**src/inc/pss_consts.svh**
```systemverilog
// constants of the supervisor register bank and serial port
// assumes a 100 MHz core clock; included by the rtl and the testbench
`ifndef PSS_CONSTS_SVH
`define PSS_CONSTS_SVH
// ==========================================
// register addresses
`define PSS_ADDR_ID 7'h00
`define PSS_ADDR_CTRL 7'h01
`define PSS_ADDR_EVT 7'h0c
`define PSS_ADDR_SUPP 7'h0d
`define PSS_ADDR_KEY 7'h10
`define PSS_ADDR_PROT_LO 7'h11
`define PSS_ADDR_PROT_HI 7'h27
`define PSS_ADDR_LAST 7'h7f
`define PSS_PROT_COUNT 23
// ==========================================
// reset values and fields
`define PSS_CTRL_RST 8'h0d
`define PSS_SUPP_RST 8'hdf
`define PSS_CTRL_MIRROR 1
`define PSS_CTRL_LED 0
`define PSS_EVT_MIRROR 0
`define PSS_EVT_SIX 1
`define PSS_EVT_OV 2
`define PSS_EVT_LS 3
`define PSS_EVT_UV 4
`define PSS_KEY_FIRST 8'hba
`define PSS_KEY_SECOND 8'hbe
`define PSS_SYNC_RST 10'h100
// ==========================================
// timing
`define PSS_CLK_PERIOD_NS 10
`define PSS_EVT_REASSERT_US 32
`define PSS_EVT_REASSERT_CYC \
  ((`PSS_EVT_REASSERT_US * 1000) / `PSS_CLK_PERIOD_NS)
`endif

```
**src/inc/pss_pkg.sv**
```systemverilog
// types shared by the supervisor register bank
// assumes pss_consts.svh on the include path
package pss_pkg;
  typedef enum logic [1:0] {
    off_state,
    standby_state,
    mirror_supplies_only_state,
    full_power_state
  } pss_mode_t;
  // analog monitor levels, high means the condition is present
  typedef struct packed {
    logic supply_under;
    logic load_switch_low;
    logic led_overvoltage;
    logic six_volt_low;
    logic mirror_current_fail;
    logic mirror_out_of_reg;
  } pss_faults_t;
  typedef struct packed {
    logic mirror_rails;
    logic led_supply;
    logic led_driver;
    logic fast_shutdown;
    logic array_reset_out;
  } pss_power_t;
endpackage

```
**src/rtl/pss_supervisor.sv**
```systemverilog
// supervisor logic: serial register port, key lock, fault flags, modes
// assumes all pin inputs are asynchronous to clock_i; the serial
// clock must stay well below a quarter of the core clock
`include "pss_consts.svh"

// Function
// mirror regulator fault sets its flag, clears mirror enable, stops it
// clearing mirror enable also powers down the led driver
// host restarts by power request toggle, or re-enable when masked
// six volt rail low sets flag and holds led supply off, retrying
// led supply overvoltage sets flag, converter keeps running
// load switch collapse fast-shuts rails until power request toggles
// any event sets its flag and pulls the event pin low
// reading event flags releases the pin and clears the bits
// persisting fault re-pulls the pin within 32 us
// suppress bits only gate the pin, flags still set
// select high: input ignored, serial out released
// input sampled on serial clock rise, output on its fall
// first byte is command: msb write flag, low seven bits address
// address increments per data byte, wrapping 0x7f to 0x00
// 0x11 to 0x27 readable, writable only when unlocked
// unlock needs 0xba then 0xbe to key, nothing between
// unlock holds until a non-0xba key write or power cycle
// key register reads 0x00 locked, 0x01 unlocked
// power request low: off, defaults held, no serial, array reset low
// standby on power rise, mirror enable clear or fault
// active modes follow mirror enable and led supply on
// mirror enable zero after power rise, cleared by faults
// undervoltage raises event, clears mirror enable, goes standby
// bytes are eight bits, most significant bit first
module pss_supervisor
  import pss_pkg::*;
#(
  parameter logic [7:0] CHIP_ID = 8'h5a // arbitrary identity value
) (
  input wire logic clock_i,
  input wire logic rst_n_i,
  input wire logic power_request_i,
  input wire logic serial_clock_i,
  input wire logic serial_select_n_i,
  input wire logic serial_in_i,
  output logic serial_out_o,
  output logic serial_out_oe_o,
  output logic event_request_o,
  output logic event_request_oe_o,
  input wire pss_faults_t faults_i,
  output pss_power_t power_o,
  output pss_mode_t mode_o
);

  // ==========================================
  // input synchronisers
  logic [9:0] meta_reg;
  logic [9:0] sync_reg;
  logic sclk_prev_reg;
  wire [9:0] raw_in = {power_request_i, serial_select_n_i,
                       serial_clock_i, serial_in_i, faults_i};

  always_ff @(posedge clock_i) begin
    if (!rst_n_i) begin
      meta_reg <= `PSS_SYNC_RST;
      sync_reg <= `PSS_SYNC_RST;
      sclk_prev_reg <= 1'b0;
    end else begin
      meta_reg <= raw_in;
      sync_reg <= meta_reg;
      sclk_prev_reg <= sync_reg[7];
    end
  end

  wire pss_faults_t flt = pss_faults_t'(sync_reg[5:0]);
  wire off = !sync_reg[9];
  wire sel = !sync_reg[8] && !off;
  wire sclk = sync_reg[7];
  wire din = sync_reg[6];
  wire sclk_rise = sclk && !sclk_prev_reg;
  wire sclk_fall = !sclk && sclk_prev_reg;

  // ==========================================
  // state
  logic [2:0] bit_cnt_reg;
  logic [6:0] shift_in_reg;
  logic cmd_seen_reg;
  logic wnr_reg;
  logic [6:0] ptr_reg;
  logic [7:0] tx_reg;
  logic out_reg;
  logic [7:0] ctrl_reg;
  logic [4:0] flags_reg;
  logic [7:0] supp_reg;
  logic unlocked_reg;
  logic key_stage_reg;
  logic mirror_hold_reg;
  logic ls_hold_reg;
  logic [7:0] prot_reg [`PSS_PROT_COUNT];
  pss_mode_t mode_reg;
  pss_power_t power_reg;

  function automatic logic is_prot(input logic [6:0] a);
    is_prot = a >= `PSS_ADDR_PROT_LO && a <= `PSS_ADDR_PROT_HI;
  endfunction

  function automatic logic [7:0] rd_data(input logic [6:0] a);
    case (a)
      `PSS_ADDR_ID: rd_data = CHIP_ID;
      `PSS_ADDR_CTRL: rd_data = ctrl_reg;
      `PSS_ADDR_EVT: rd_data = {3'h0, flags_reg};
      `PSS_ADDR_SUPP: rd_data = supp_reg;
      `PSS_ADDR_KEY: rd_data = {7'h00, unlocked_reg};
      default: rd_data = is_prot(a) ?
        prot_reg[5'(a - `PSS_ADDR_PROT_LO)] : 8'h00;
    endcase
  endfunction

  // ==========================================
  // serial byte framing
  wire [7:0] rx_byte = {shift_in_reg, din};
  wire byte_done = sel && sclk_rise && bit_cnt_reg == 3'h7;
  wire cmd_take = byte_done && !cmd_seen_reg;
  wire data_done = byte_done && cmd_seen_reg;
  wire wr_stb = data_done && wnr_reg;
  wire [6:0] ptr_inc = ptr_reg + 7'h01;
  wire rd_stb = (cmd_take && !rx_byte[7]) || (data_done && !wnr_reg);
  wire [6:0] rd_addr = cmd_take ? rx_byte[6:0] : ptr_inc;
  wire evt_read = rd_stb && rd_addr == `PSS_ADDR_EVT;

  // ==========================================
  // events and flags
  wire [4:0] evt = {flt.supply_under, flt.load_switch_low,
                    flt.led_overvoltage, flt.six_volt_low,
                    flt.mirror_out_of_reg || flt.mirror_current_fail};
  // set wins over the read clear, so a persisting fault stays visible
  wire [4:0] flags_next = (evt_read ? 5'h00 : flags_reg) | evt;
  wire stop_fault = evt[`PSS_EVT_MIRROR] || evt[`PSS_EVT_UV] ||
                    evt[`PSS_EVT_LS] || ls_hold_reg;

  // ==========================================
  // control register and lock
  wire ctrl_wr = wr_stb && ptr_reg == `PSS_ADDR_CTRL;
  // after a mirror fault only a masked fault may be re-enabled by write
  wire mirror_block = mirror_hold_reg && !supp_reg[`PSS_EVT_MIRROR];
  wire [7:0] ctrl_wdata = {rx_byte[7:2],
                           rx_byte[`PSS_CTRL_MIRROR] && !mirror_block,
                           rx_byte[`PSS_CTRL_LED]};
  wire [7:0] ctrl_sel = ctrl_wr ? ctrl_wdata : ctrl_reg;
  wire [7:0] ctrl_next = stop_fault ?
    (ctrl_sel & ~(8'h01 << `PSS_CTRL_MIRROR)) : ctrl_sel;
  wire key_wr = wr_stb && ptr_reg == `PSS_ADDR_KEY;
  wire key_first = key_wr && rx_byte == `PSS_KEY_FIRST;
  wire key_stage_next = key_first ? 1'b1 :
    (wr_stb || rd_stb) ? 1'b0 : key_stage_reg;
  wire unlocked_next = !key_wr ? unlocked_reg :
    key_first ? unlocked_reg :
    (rx_byte == `PSS_KEY_SECOND && key_stage_reg);
  wire prot_we = wr_stb && is_prot(ptr_reg) && unlocked_reg;

  // ==========================================
  // operating mode
  wire mirror_en = ctrl_reg[`PSS_CTRL_MIRROR];
  wire led_en = ctrl_reg[`PSS_CTRL_LED];
  wire pss_mode_t mode_next = off ? off_state :
    (stop_fault || !mirror_en) ? standby_state :
    led_en ? full_power_state : mirror_supplies_only_state;
  wire pss_power_t power_next = '{
    mirror_rails: mode_next == mirror_supplies_only_state ||
                  mode_next == full_power_state,
    led_supply: mode_next == full_power_state &&
                !evt[`PSS_EVT_SIX],
    led_driver: mode_next == full_power_state,
    fast_shutdown: ls_hold_reg || evt[`PSS_EVT_LS],
    array_reset_out: !off
  };

  // ==========================================
  // registers; all held at defaults while power request is low
  always_ff @(posedge clock_i) begin
    if (!rst_n_i || off) begin
      bit_cnt_reg <= 3'h0;
      shift_in_reg <= 7'h00;
      cmd_seen_reg <= 1'b0;
      wnr_reg <= 1'b0;
      ptr_reg <= 7'h00;
    end else if (!sel) begin
      bit_cnt_reg <= 3'h0;
      cmd_seen_reg <= 1'b0;
    end else if (sclk_rise) begin
      bit_cnt_reg <= bit_cnt_reg + 3'h1;
      shift_in_reg <= rx_byte[6:0];
      if (cmd_take) begin
        cmd_seen_reg <= 1'b1;
        wnr_reg <= rx_byte[7];
        ptr_reg <= rx_byte[6:0];
      end else if (data_done) begin
        ptr_reg <= ptr_inc;
      end
    end
  end

  // transmit: loaded on the last rising edge, shifted on each fall
  always_ff @(posedge clock_i) begin
    if (!rst_n_i || off) begin
      tx_reg <= 8'h00;
      out_reg <= 1'b0;
    end else if (rd_stb) begin
      tx_reg <= rd_data(rd_addr);
    end else if (sel && sclk_fall) begin
      out_reg <= tx_reg[7];
      tx_reg <= {tx_reg[6:0], 1'b0};
    end
  end

  always_ff @(posedge clock_i) begin
    if (!rst_n_i || off) begin
      ctrl_reg <= `PSS_CTRL_RST;
      flags_reg <= 5'h00;
      supp_reg <= `PSS_SUPP_RST;
      unlocked_reg <= 1'b0;
      key_stage_reg <= 1'b0;
      mirror_hold_reg <= 1'b0;
      ls_hold_reg <= 1'b0;
      mode_reg <= off_state;
      power_reg <= '0;
    end else begin
      ctrl_reg <= ctrl_next;
      flags_reg <= flags_next;
      if (wr_stb && ptr_reg == `PSS_ADDR_SUPP)
        supp_reg <= rx_byte;
      unlocked_reg <= unlocked_next;
      key_stage_reg <= key_stage_next;
      mirror_hold_reg <= mirror_hold_reg || evt[`PSS_EVT_MIRROR];
      ls_hold_reg <= ls_hold_reg || evt[`PSS_EVT_LS];
      mode_reg <= mode_next;
      power_reg <= power_next;
    end
  end

  // protected scratch bytes
  for (genvar i = 0; i < `PSS_PROT_COUNT; i++) begin : g_prot
    always_ff @(posedge clock_i) begin
      if (!rst_n_i || off)
        prot_reg[i] <= 8'h00;
      else if (prot_we && ptr_reg == 7'(`PSS_ADDR_PROT_LO + i))
        prot_reg[i] <= rx_byte;
    end
  end

  // ==========================================
  // outputs
  assign serial_out_o = out_reg;
  assign serial_out_oe_o = sel;
  assign event_request_o = 1'b0;
  assign event_request_oe_o = |(flags_reg & ~supp_reg[4:0]);
  assign power_o = power_reg;
  assign mode_o = mode_reg;

  // ==========================================
  // checks
  localparam int EVT_MAX_CYC = `PSS_EVT_REASSERT_CYC;

  // too long for a delay range, so the wait is counted instead
  logic [11:0] evt_wait_reg;
  wire evt_unsignalled = |(evt & ~supp_reg[4:0]) && !event_request_oe_o;
  always_ff @(posedge clock_i) begin
    if (!rst_n_i || off || !evt_unsignalled)
      evt_wait_reg <= 12'h000;
    else
      evt_wait_reg <= evt_wait_reg + 12'h001;
  end
endmodule

```
**config.mk**
```make
export PLATFORM = sky130hd
export DESIGN_NAME = pss_supervisor
export DESIGN_NICKNAME = d
export VERILOG_FILES = /design/src/inc/pss_pkg.sv /design/src/rtl/pss_supervisor.sv
export VERILOG_INCLUDE_DIRS = /design/src /design/src/inc
export SDC_FILE = /design/constraint.sdc
export NUM_CORES = 1
export LEC_CHECK = 0
export ABC_AREA = 1
export BUFFER_PORTS_ARGS = -buffer_cell sky130_fd_sc_hd__buf_4
export CORE_MARGIN = 1.5
export CORE_UTILIZATION = 59
export CTS_BUF_LIST = sky130_fd_sc_hd__clkbuf_4
export DETAILED_ROUTE_END_ITERATION = 8
export GPL_ROUTABILITY_DRIVEN = 1
export HOLD_SLACK_MARGIN = 0.15
export PLACE_DENSITY = 0.79
export REMOVE_ABC_BUFFERS = 1
export SYNTH_ARGS = -nofsm -noshare
export SYNTH_HDL_FRONTEND = slang
export SYNTH_SLANG_ARGS = --single-unit
export TNS_END_PERCENT = 1
```
**constraint.sdc**
```tcl
create_clock -name clock_i -period 3.3 [get_ports clock_i]
set_clock_uncertainty 0.05 [all_clocks]
set_input_delay 0.165 -clock clock_i [delete_from_list [all_inputs] [get_ports clock_i]]
set_output_delay 0.165 -clock clock_i [all_outputs]
set_load 0.005 [all_outputs]
```
**Word level (Yosys, flattened, before mapping)**

Memories as Yosys holds them, arrays and structs flattened.
Cells that the tools add are included.

- Add/subtract/negate cells: 3
- Magnitude comparators: 4
- Eq/ne operators: 35
- Mux-type cells: 108
- Bitwise operators: 29
- Reductions and logical operators: 83

Operators by type and width:

| kind | number |
|---|---|
| $mux W8 | 27 |
| $eq A7 B5 Y1 const B | 17 |
| $mux W1 | 74 |
| $eq A7 B6 Y1 const B | 8 |
| $logic_and A1 B1 Y1 | 47 |
| $pmux W8 S5 | 1 |
| $or A1 B1 Y1 | 23 |
| $eq A7 B4 Y1 const B | 3 |
| $mux W7 | 3 |
| $eq A8 B8 Y1 const B | 2 |
| $eq A7 B1 Y1 const B | 2 |
| $ge A7 B5 Y1 const B | 2 |
| $le A7 B6 Y1 const B | 2 |
| $logic_not A1 Y1 | 12 |
| $logic_or A1 B1 Y1 | 11 |
| $reduce_and A2 Y1 | 4 |
| $add A7 B1 Y7 const B | 1 |
| $logic_not A7 Y1 | 1 |
| $reduce_and A3 Y1 | 2 |
| $reduce_bool A2 Y1 | 3 |
| $and A5 B5 Y5 | 1 |
| $mux W5 | 1 |
| $not A5 Y5 | 1 |
| $or A5 B5 Y5 | 1 |
| other kinds (8) | 13 |

- Register bits: 80
- Bits in writable memories: 184
- Bits of input ports: 12
- Output and inout port bits: 11
- Logic and storage cells: 286
- Memories: 1

Memories:

| memory | depth | bits a word | read ports | clocked after memory_dff | write ports | line | RTL |
|---|---|---|---|---|---|---|---|
| prot_reg | 23 | 8 | 1 | 0 | 23 | pss_supervisor.sv:95 | `` logic [7:0] prot_reg [`PSS_PROT_COUNT]; `` |

**Depth between registers and ports, before layout**

Gate-level depths: netlist of the first run.

- Word-level depth: 13
- Mapped depth: 22
- Mapped depth without buffers: 19

**Worst setup path after synthesis of the first run**

OpenSTA, ideal clock, no wires.

- Kind: register to register
- Start point: register bit_cnt_reg[0]
- End point: register tx_reg[7]
- Data arrival time: 2873 ps
- Path slack: 245 ps
- Stages on the path, launching flop included: 22
- Buffers on the path: 5
- Path through: dfxtp_1 > ha_1 > ha_1 > nand3_4 > nand2_1 > nand2_1 > buf_2 > buf_2 > ha_1 > clkbuf_1 > inv_1 > clkbuf_1 > clkbuf_1 > nand3_1 > nand3_1 > nand3_1 > nand2_1 > nand2_1 > nand2_1 > nand2_1 > nand2_1 > a21oi_1

- Cells in the longest elaborated chain, start to end: 9
- Elaborated cells between the ends (all ways): 22

RTL lines:

| item | line | RTL |
|---|---|---|
| start: declaration | pss_supervisor.sv:81 | `logic [2:0] bit_cnt_reg;` |
| start signal: assignment | pss_supervisor.sv:187 | `bit_cnt_reg <= bit_cnt_reg + 3'h1;` |
| $eq A3 B3 Y1 (*) | pss_supervisor.sv:118 | `wire byte_done = sel && sclk_rise && bit_cnt_reg == 3'h7;` |
| $logic_and A1 B1 Y1 (*) | pss_supervisor.sv:118 |  |
| $logic_and A1 B1 Y1 | pss_supervisor.sv:119 | `wire cmd_take = byte_done && !cmd_seen_reg;` |
| $mux W7 | pss_supervisor.sv:124 | `wire [6:0] rd_addr = cmd_take ? rx_byte[6:0] : ptr_inc;` |
| $sub A5 B5 Y5 (no line), or another cell as far along | -- |  |
| $mem_v2 Z23 W8 or $logic_and A1 B1 Y1 (tied branches) | -- |  |
| $mux W8 | pss_supervisor.sv:110 | `default: rd_data = is_prot(a) ?` |
| $pmux W8 S5 | pss_supervisor.sv:104 | `case (a)` |
| $mux W8 | pss_supervisor.sv:204 | `end else if (rd_stb) begin` |
| end signal: assignment | pss_supervisor.sv:205 | `tx_reg <= rd_data(rd_addr);` |
| end signal: assignment | pss_supervisor.sv:208 | `tx_reg <= {tx_reg[6:0], 1'b0};` |
| end: declaration | pss_supervisor.sv:86 | `logic [7:0] tx_reg;` |

Mark *: on every way between the ends. The rest lies on a longest branch, timed or not.
A chain may end at the register's enable or synchronous reset.

**Worst setup path after layout of the first run**

- Start point: register bit_cnt_reg[0]
- End point: register tx_reg[4]

The elaborated chain is that of the path after synthesis.

==> results_dict.tcl, run 1 <==
set metrics [dict create \
    status "finished, final reports clean" \
    cts.sinks 263 \
    yosysSeqAreaShare 0.569 \
    ant_nets 0 \
    row_count 53 \
    dp_hpwl_um 21400 \
    clk_latency_ns 0.68 \
    max-cap-violations 0 \
    highest_layer "met4" \
    cp.arrival_ns 3.55 \
    ys.flop_type "edfxtp_1" \
    grt_pass1_wl_um 54200 \
    area_growth_pct 14.1 \
    slew_headroom 0.416 \
    drt-total-wl_um 34400 \
    fp.dieH_um 149 \
    yosysTopAreaCellShare 0.442 \
    vias_per_cell 5.88 \
    drive_above_1_share 0.145 \
    die_w_um 149 \
    hp-class "in -> reg" \
    dr_total_vias 11000 \
    maxClockFrequency_mhz 327 \
    synth_area_leaders "edfxtp_1 44%, dfxtp_1 13%, nand2_1 9.2%, nand3_1 9.2%, nor2_1 7.4%" \
    tritoncts "done" \
    overflow 0 \
    dpl_cell_area_um2 13100 \
    cts_root_buffer "clkbuf_4" \
    io_pins 23 \
    finalSetupViolCount 0 \
    dieArea_um2 22100 \
    port_buffers 21 \
    multi_input_area_um2 4550 \
    syn_area_per_cell_um2 8.63 \
    dp_slack_ns 0.228 \
    regArea_um2 7110 \
    fin_area_um2 14300 \
    wl_met3_um 3600 \
    endpoint_kind "flip-flop" \
    synth.distinct_cells 45 \
    hold_violations 0 \
    grtUsageTotal 0.320 \
    synth_top_area_cell "edfxtp_1" \
    postCtsSetupBuffers 0 \
    gp_congestion 1.01 \
    wl_met2_um 16300 \
    cp_max_fo 56 \
    synth-edff-count 184 \
    route.detailed.drc 0 \
    irDropWorstVdd_mv 0.373 \
    worst_slew_pin_slew_ns 0.875 \
    grt_pass1_vias 10400 \
    drt_iter0_markers 1541 \
    grt_max_degree 84 \
    synthArstFlopShare 0 \
    fin_nets 1563 \
    wl_met1_um 13000 \
    p_total_mw 6.61 \
    cts_max_level 3 \
    wl_per_cell_um 18.4 \
    fillerInstances 1573 \
    numCtsBuffers 69 \
    synthCells 1448 \
    antenna_found_initial 1 \
    period_share 0.926 \
    clk_pin_slew_ns 0.06 \
    first_pass_iters 6 \
    setup_ws_ns 0.244 \
    rsz0062_at_grt "false" \
    ys_ff_latch 263 \
    drv_slew 0 \
    worstSetupPathType "reg -> reg" \
    leakage_nw 5.88 \
    fin_tns_setup_ns 0 \
    syn-cell-area_um2 12500 \
    critPathRequiredTime_ns 3.79 \
    yosysWarnings 0 \
    fin_util 0.682 \
    post-route-min-period_ns 3.06 \
    powerDensity_nw_per_um2 464 \
    largest_reg_flops 184 \
    cts_buffer_depth 3 \
    coreArea_um2 20900 \
    start_kind "flip-flop" \
    start_util 0.598 \
]
[kinds of logic after synthesis]
group	Yosys count	share of synthesized area
simple gates	842	0.298
flops	263	0.569
buf+inv	209	0.0678
compound gates	123	0.0552
fa+ha+maj	9	0.00901
xor+xnor	1	0.000701
other cells	1	0.000300
[worst paths after layout]
path                               startpoint                      to  slack, ns  depth (start not counted)
setup / recovery  bit_cnt_reg[0]$_SDFFE_PP0N_  tx_reg[4]$_SDFFE_PP0P_       0.24                         17
hold / removal                        rst_n_i  sync_reg[8]$_SDFF_PN1_       0.34                          3
setup reg to reg  bit_cnt_reg[0]$_SDFFE_PP0N_  tx_reg[4]$_SDFFE_PP0P_       0.24                         17
hold reg to reg        meta_reg[7]$_SDFF_PN0_  sync_reg[7]$_SDFF_PN0_       0.38                          2
[cell type report]
cell class                      instances  area share
Inverter                              134      0.0355
Clock inverter                         11     0.00474
Antenna cell                            1    0.000176
Multi-Input combinational cell        976       0.319
Sequential cell                       263       0.499
Tap cell                              275      0.0241
Timing Repair Buffer                   98      0.0608
Clock buffer                          108      0.0569
[routing by layer]
| metal | track usage | vias up |
|---|---|---|
| met2 | 0.513 | 684 |
| met1 | 0.420 | 5125 |
| li1 | - | 5048 |
| met3 | 0.0613 | 116 |
| met4 | 0.154 | 0 |
| met5 | 0 | - |
[power breakdown]
group	switching [mW]	total, mW	internal, mW
logic	0.0897	0.157	0.0671
registers	0.0247	3.60	3.57
clock network	1.30	2.86	1.55
total	1.42	6.61	5.19
[through the flow]
step | hold slack (ns) | std cells
2_1_floorplan | 0.184 | 1373
3_3_place_gp | 0.284 | 1715
3_5_place_dp | 0.290 | 1715
4_1_cts | 0.296 | 1865
5_1_grt | 0.342 | 1866
6_report | 0.339 | 1866
[cell usage after synthesis (all sizes together) (8+ instances only)]
cell type and number:
a21oi 49, buf 34, clkbuf 41, clkinv 8
dfxtp 79, edfxtp 184, ha 9, inv 126
nand2 318, nand3 234, nand4 22, nor2 258
o211ai 8, o21ai 50
[worst max-delay path: stages, from the launching register on]
cell	delay, ns
dfxtp_1	0.36
ha_1	0.16
ha_1	0.30
nand3_4	0.26
nand2_1	0.20
o21ai_4	0.10
ha_1	0.36
inv_1	0.11
buf_12	0.26
nand3_1	0.17
nand3_1	0.16
nand3_1	0.09
nand2_1	0.07
nand2_1	0.06
nand2_1	0.07
nand2_1	0.05
nand2_1	0.06
a21oi_1	0.05
[placed cells by master (no fill, tap or decap), types with 4 or more instances in the layout]
cell type	n
inv_2	10
nand4_2	10
nor2_2	6
nand2_1	306
nor2_4	4
buf_12	4
o21ai_0	45
a22oi_1	7
edfxtp_1	184
nand3_1	229
nor2_1	248
a21oi_1	49
ha_1	9
clkbuf_4	108
nand2_2	11
nand4_1	12
buf_4	62
clkinv_1	15
dlygate4sd3_1	31
dfxtp_1	79
o211ai_1	8
inv_1	118
[repair_timing]
item	in CTS	in global routing
endpoints found under the setup margin	0	3
hold buffers	31	0
endpoints found under the hold margin	25	0
resized for setup	0	2
No activity file was read; power rests on OpenSTA's default activity.
==> run 2, diff against run 1 <==
==> constraint.sdc (replaced) <==
create_clock -name clock_i -period 2.5 [get_ports clock_i]
set_clock_uncertainty 0.05 [all_clocks]
set_input_delay 0.125 -clock clock_i [delete_from_list [all_inputs] [get_ports clock_i]]
set_output_delay 0.125 -clock clock_i [all_outputs]
set_load 0.005 [all_outputs]
==> run 2 against run 1 <==
The run now ends with setup timing left. Sequential power rose by 32%. Clock power up 37%. Flip-flop and latch count did not move. Die area is the same. Highest routed layer unchanged. Maximum frequency is 16% higher. Sequential share of layout area shrank 4.1 points. Core utilization is 6.2 points higher. Via count rose by 7.0%. Global-route usage rose by 3.1 points. Total power grew 35%. Non-clock buffer count rose by 73. Setup slack lost 0.37 ns.
==> results_dict.tcl, run 2 (synthesis gave the netlist of run 1 again) <==
set metrics [dict create \
    start_util 0.598 \
    vias_per_cell 6.05 \
    cts_root_buffer "clkbuf_4" \
    period_share 1.05 \
    slew_headroom 0.654 \
    hold_violations 0 \
    critPathRequiredTime_ns 3.06 \
    fin_area_um2 15600 \
    cts.sinks 263 \
    cp.arrival_ns 3.18 \
    port_buffers 21 \
    drt_iter0_markers 1615 \
    cts_buffer_depth 3 \
    dpl_cell_area_um2 13600 \
    dr_total_vias 11700 \
    clk_latency_ns 0.71 \
    post-route-min-period_ns 2.63 \
    layout_commonest_cell "nand2_1" \
    antenna_found_initial 1 \
    hp-class "in -> reg" \
    p_total_mw 8.90 \
    start_kind "flip-flop" \
    area_growth_pct 24.4 \
    fin_util 0.744 \
    coreArea_um2 20900 \
    dp_hpwl_um 23200 \
    row_count 53 \
    powerDensity_nw_per_um2 573 \
    leakage_nw 6.39 \
    irDropWorstVdd_mv 0.544 \
    largest_reg_flops 184 \
    tritoncts "done" \
    first_pass_iters 7 \
    mostFrequentLayoutCells "296 x nand2_1, 248 x nor2_1, 184 x edfxtp_1" \
    status "finished, violations left" \
    rsz0062_at_grt "true" \
    grt_pass1_wl_um 58600 \
    dieArea_um2 22100 \
    maxClockFrequency_mhz 381 \
    grtUsageTotal 0.351 \
    overflow 0 \
    numCtsBuffers 69 \
    fin_nets 1637 \
    die_w_um 149 \
    drt-total-wl_um 40300 \
    grt_pass1_vias 11100 \
    worstSetupPathType "reg -> reg" \
    max-cap-violations 0 \
    finalSetupViolCount 8 \
    endpoint_kind "flip-flop" \
    io_pins 23 \
    clk_pin_slew_ns 0.06 \
    cts_max_level 3 \
    drive_above_1_share 0.229 \
    fp.dieH_um 149 \
    drv_slew 0 \
    wl_per_cell_um 20.8 \
    route.detailed.drc 0 \
    hold_ws_ns 0.257 \
    setup_ws_ns -0.127 \
    worst_slew_pin_slew_ns 0.516 \
    cp_max_fo 7 \
    failed_checks "setup timing" \
    grt_max_degree 70 \
    gp_congestion 0.990 \
    ant_nets 0 \
]
==> run 2: cell count changes in the layout (fill, tap and decap cells not counted), sizes merged <==
cell    before  now
nand3b       1    2
buf         67  135
inv        129  128
clkinv      15   20
clkbuf     108  110
bufinv       1    2
==> run 2: timing repair <==
action / 4_1_cts / 5_1_grt
hold buffers: 31 / 0
gates resized for setup: 26 / 97
pin swaps: 5 / 30
endpoints found under the setup margin: 23 / 178
setup buffers: 3 / 1
hold endpoints to repair: 45 / 0
cloned: 2 / 6
==> run 2: worst paths after layout <==
| kind | from | end | slack (ns) | cells after the start |
|---|---|---|---|---|
| worst max-delay path | ptr_reg[1]$_SDFFE_PP0P_ | tx_reg[6]$_SDFFE_PP0P_ | -0.13 | 18 |
| worst min-delay path | rst_n_i | sync_reg[8]$_SDFF_PN1_ | 0.26 | 3 |
| worst max register to register | ptr_reg[1]$_SDFFE_PP0P_ | tx_reg[6]$_SDFFE_PP0P_ | -0.13 | 18 |
| worst min register to register | meta_reg[4]$_SDFF_PN0_ | sync_reg[4]$_SDFF_PN0_ | 0.37 | 2 |
==> run 2: metrics by stage <==
step,setup WS (ns),TNS (ns),instances
finish,-0.127,-0.737,1942
global route,-0.269,-1.97,1942
CTS,-0.0336,-0.127,1934
detailed placement,-0.318,-2.88,1777
global placement,-0.144,-0.933,1777
floorplan,-3.12,-155.43,1373
==> run 2: worst max-delay path, cell delays in order (launching register included) <==
cell	delay [ns]
dfxtp_2	0.35
inv_1	0.11
ha_1	0.33
inv_1	0.08
nand2_4	0.07
o21ai_4	0.09
ha_4	0.40
buf_12	0.17
buf_8	0.13
nand3_1	0.09
nand2_1	0.08
nand2_1	0.06
nand3_1	0.07
nand2_1	0.05
inv_1	0.08
nand2_1	0.06
nand2_1	0.05
nand2_1	0.05
a21oi_1	0.14
==> run 2: final cells by class <==
class	count	area (um2)
diodes	1	2.50
well taps	275	344
clock inverters	16	114
inverters	134	515
fillers	1366	5340
repair buffers	171	1650
multi-input cells	977	5030
clock buffers	105	788
flip-flops and latches	263	7110
==> run 2: power breakdown <==
group / leakage, nW / internal (mW) / switching (mW)
clock network: 0.541 / 2.12 / 1.81
logic: 3.00 / 0.0959 / 0.136
registers: 2.85 / 4.71 / 0.0320
==> run 2: per-layer routing <==
metal,share of wire,track usage
met1,0.34,0.427
met5,0,0
met2,0.46,0.556
met4,0.069,0.232
met3,0.13,0.0868
==> run 3, diff against run 2 <==
--- a/config.mk
+++ b/config.mk
@@ -6,7 +6,6 @@
 export SDC_FILE = /design/constraint.sdc
 export NUM_CORES = 1
 export LEC_CHECK = 0
-export ABC_AREA = 1
 export BUFFER_PORTS_ARGS = -buffer_cell sky130_fd_sc_hd__buf_4
 export CORE_MARGIN = 1.5
 export CORE_UTILIZATION = 59
==> run 3 against run 2 <==
The flow still finishes with violations (setup timing). Area after synthesis grew 0.52%. Critical endpoint is now tx_reg[0]$_SDFFE_PP0P_. Highest routed layer unchanged. Die area rose by 0.51%. Sequential power about the same.
==> results_dict.tcl, run 3 <==
set metrics [dict create \
    row_count 53 \
    synthMuxAreaShare 0.0983 \
    yosysMostFrequentCell "edfxtp_1" \
    synth_top_family_by_area "simple AND/OR/NAND/NOR gates" \
    coreArea_um2 21000 \
    slew_headroom 0.624 \
    tritoncts "done" \
    cts.sinks 263 \
    r2r_setup_slack_ns -0.53 \
    grt_pass1_wl_um 51800 \
    rr_worst_depth 14 \
    yosys-top-cells-count "184 x edfxtp_1, 151 x and2_1, 108 x nand2_1, 79 x dfxtp_1, 67 x clkbuf_1" \
    cp_max_fo 8 \
    clk_pin_slew_ns 0.06 \
    drt_iter0_markers 778 \
    rsz0062_at_grt "true" \
    r2r-start "bit_cnt_reg[1]$_SDFFE_PP0N_" \
    start_util 0.599 \
    synth-xor-area-share 0.00627 \
    vias_per_cell 5.96 \
    gp_congestion 0.968 \
    synthCells 1090 \
    fin_util 0.732 \
    powerDensity_nw_per_um2 581 \
    yosysSeqAreaShare 0.566 \
    synth_area_leaders "edfxtp_1 44%, dfxtp_1 13%, and2_1 7.5%, mux4_2 6.5%, nand2_1 3.2%" \
    largest_reg_flops 184 \
    hold_ws_ns 0.268 \
    critPathRequiredTime_ns 2.98 \
    clk_latency_ns 0.66 \
    synth-edff-count 184 \
    numCtsBuffers 70 \
    endpoint_kind "flip-flop" \
    grtUsageTotal 0.309 \
    wl_per_cell_um 20.9 \
    synth_compound_area_frac 0.0757 \
    cts_root_buffer "clkbuf_4" \
    worstSetupPathType "reg -> reg" \
    antenna_found_initial 1 \
    synthArstFlopShare 0 \
    first_pass_iters 5 \
    leakage_nw 6.22 \
    grt_max_degree 34 \
    cts_max_level 3 \
    mostFrequentLayoutCells "184 x edfxtp_1, 158 x buf_4, 151 x and2_1" \
    overflow 0 \
    period_share 1.21 \
    post-route-min-period_ns 3.03 \
    hold_violations 0 \
    irDropWorstVdd_mv 0.426 \
    ant_nets 0 \
    max-cap-violations 0 \
    worst_r2r_endpoint "tx_reg[0]$_SDFFE_PP0P_" \
    worstHoldStart "rst_n_i" \
    dp_slack_ns -0.690 \
    layoutNonFillerInstCount 1593 \
    route.detailed.drc 0 \
    finalSetupViolCount 376 \
    dp_hpwl_um 21800 \
    synth-simple-area-share 0.209 \
    synth.distinct_cells 71 \
    hp-class "in -> reg" \
    drt-total-wl_um 33400 \
    grt_pass1_vias 9730 \
    fillerInstances 1437 \
    yosysWarnings 0 \
    dr_total_vias 9492 \
    drv_slew 0 \
    worst_slew_pin_slew_ns 0.563 \
    maxClockFrequency_mhz 330 \
    syn_area_per_cell_um2 11.5 \
    fin_nets 1288 \
    die_w_um 149 \
    setup_ws_ns -0.530 \
    synth_top_area_cell "edfxtp_1" \
    area_growth_pct 22.2 \
    io_pins 23 \
    fp.dieH_um 149 \
    ys_ff_latch 263 \
    min_to "sync_reg[8]$_SDFF_PN1_" \
    start_kind "flip-flop" \
    layout_commonest_cell "edfxtp_1" \
    status "finished, violations left" \
    yosysTopAreaCellShare 0.440 \
    cp.arrival_ns 3.51 \
    cts_buffer_depth 3 \
    hold_depth 3 \
    ys.flop_type "edfxtp_1" \
    synth_adder_area_share 0.00896 \
    syn-cell-area_um2 12600 \
    drive_above_1_share 0.295 \
    failed_checks "setup timing" \
    dieArea_um2 22200 \
    dp.cells 1445 \
    port_buffers 21 \
]
## run 3: worst max-delay path: stages (launching register included)
cell and delay, ns:
dfxtp_2 0.34, ha_4 0.16, ha_4 0.15, and2b_1 0.17, nand2_2 0.11, mux2i_2 0.25
ha_2 0.24, nor2_1 0.05, o211ai_1 0.21, and3_4 0.29, mux2i_1 0.20, mux2i_1 0.10
mux2_4 0.28, o311ai_4 0.22, a211oi_2 0.10
## run 3: cell type report
type,count,area [um2],area share
Multi-Input combinational cell,721,5200,0.339
Timing Repair Buffer,197,1710,0.111
Clock inverter,12,103,0.00668
Inverter,14,56.3,0.00367
Antenna cell,1,2.50,0.000163
Sequential cell,263,7110,0.463
Clock buffer,110,826,0.0538
Tap cell,275,344,0.0224
## run 3: kinds of logic (layout without fill, tap and decap cells)
logic type	after synthesis	after routing
xor gates and xnor gates	9	9
and+or+nand+nor	480	480
other	1	2
DFF	263	263
muxes	77	77
AOI/OAI and AO/OA	145	145
adders and majority gates	9	9
buffers and inverters	106	333
## run 3: how the worst max path moves through the flow
stage	endpoint	start	slack (ns)	depth (start not counted)
2_1_floorplan	tx_reg[0]$_SDFFE_PP0P_	sync_reg[7]$_SDFF_PN0_	-2.52	13
3_5_place_dp	tx_reg[1]$_SDFFE_PP0P_	bit_cnt_reg[0]$_SDFFE_PP0N_	-0.69	13
6_report	tx_reg[0]$_SDFFE_PP0P_	bit_cnt_reg[1]$_SDFFE_PP0N_	-0.53	14
5_1_grt	tx_reg[0]$_SDFFE_PP0P_	bit_cnt_reg[1]$_SDFFE_PP0N_	-0.66	14
4_1_cts	tx_reg[0]$_SDFFE_PP0P_	bit_cnt_reg[1]$_SDFFE_PP0N_	-0.52	14
3_3_place_gp	tx_reg[0]$_SDFFE_PP0P_	bit_cnt_reg[0]$_SDFFE_PP0N_	-0.57	15
## run 3: what timing repair did
action	in CTS	in global routing
setup endpoints to repair	371	397
gates resized for setup	32	24
gates cloned	1	0
pin swaps	11	9
hold endpoints to repair	36	0
hold buffers	22	0
buffers inserted	1	2
## run 3: report_power, final
part / internal [mW] / switching (mW) / leakage, nW / total (mW)
combinational: 0.105 / 0.103 / 2.81 / 0.208
clock: 2.20 / 1.76 / 0.563 / 3.96
sequential: 4.71 / 0.0313 / 2.85 / 4.74
## run 3: per-stage QoR
stage	cell area [um2]	power (mW)	setup TNS, ns
after floorplan	12200	4.91	-131.05
after global placement	13900	5.00	-26.17
after detailed placement	13900	5.01	-37.18
after CTS	15200	8.95	-39.27
after global routing	15300	9.22	-104.95
final	15300	8.91	-52.92
## run 3: per-layer routing
layer / vias up / part of all wire / GRT usage
li1: 4346 / - / -
met1: 4574 / 0.39 / 0.393
met2: 475 / 0.48 / 0.500
met3: 97 / 0.091 / 0.0865
met4: 0 / 0.035 / 0.131
met5: - / 0 / 0
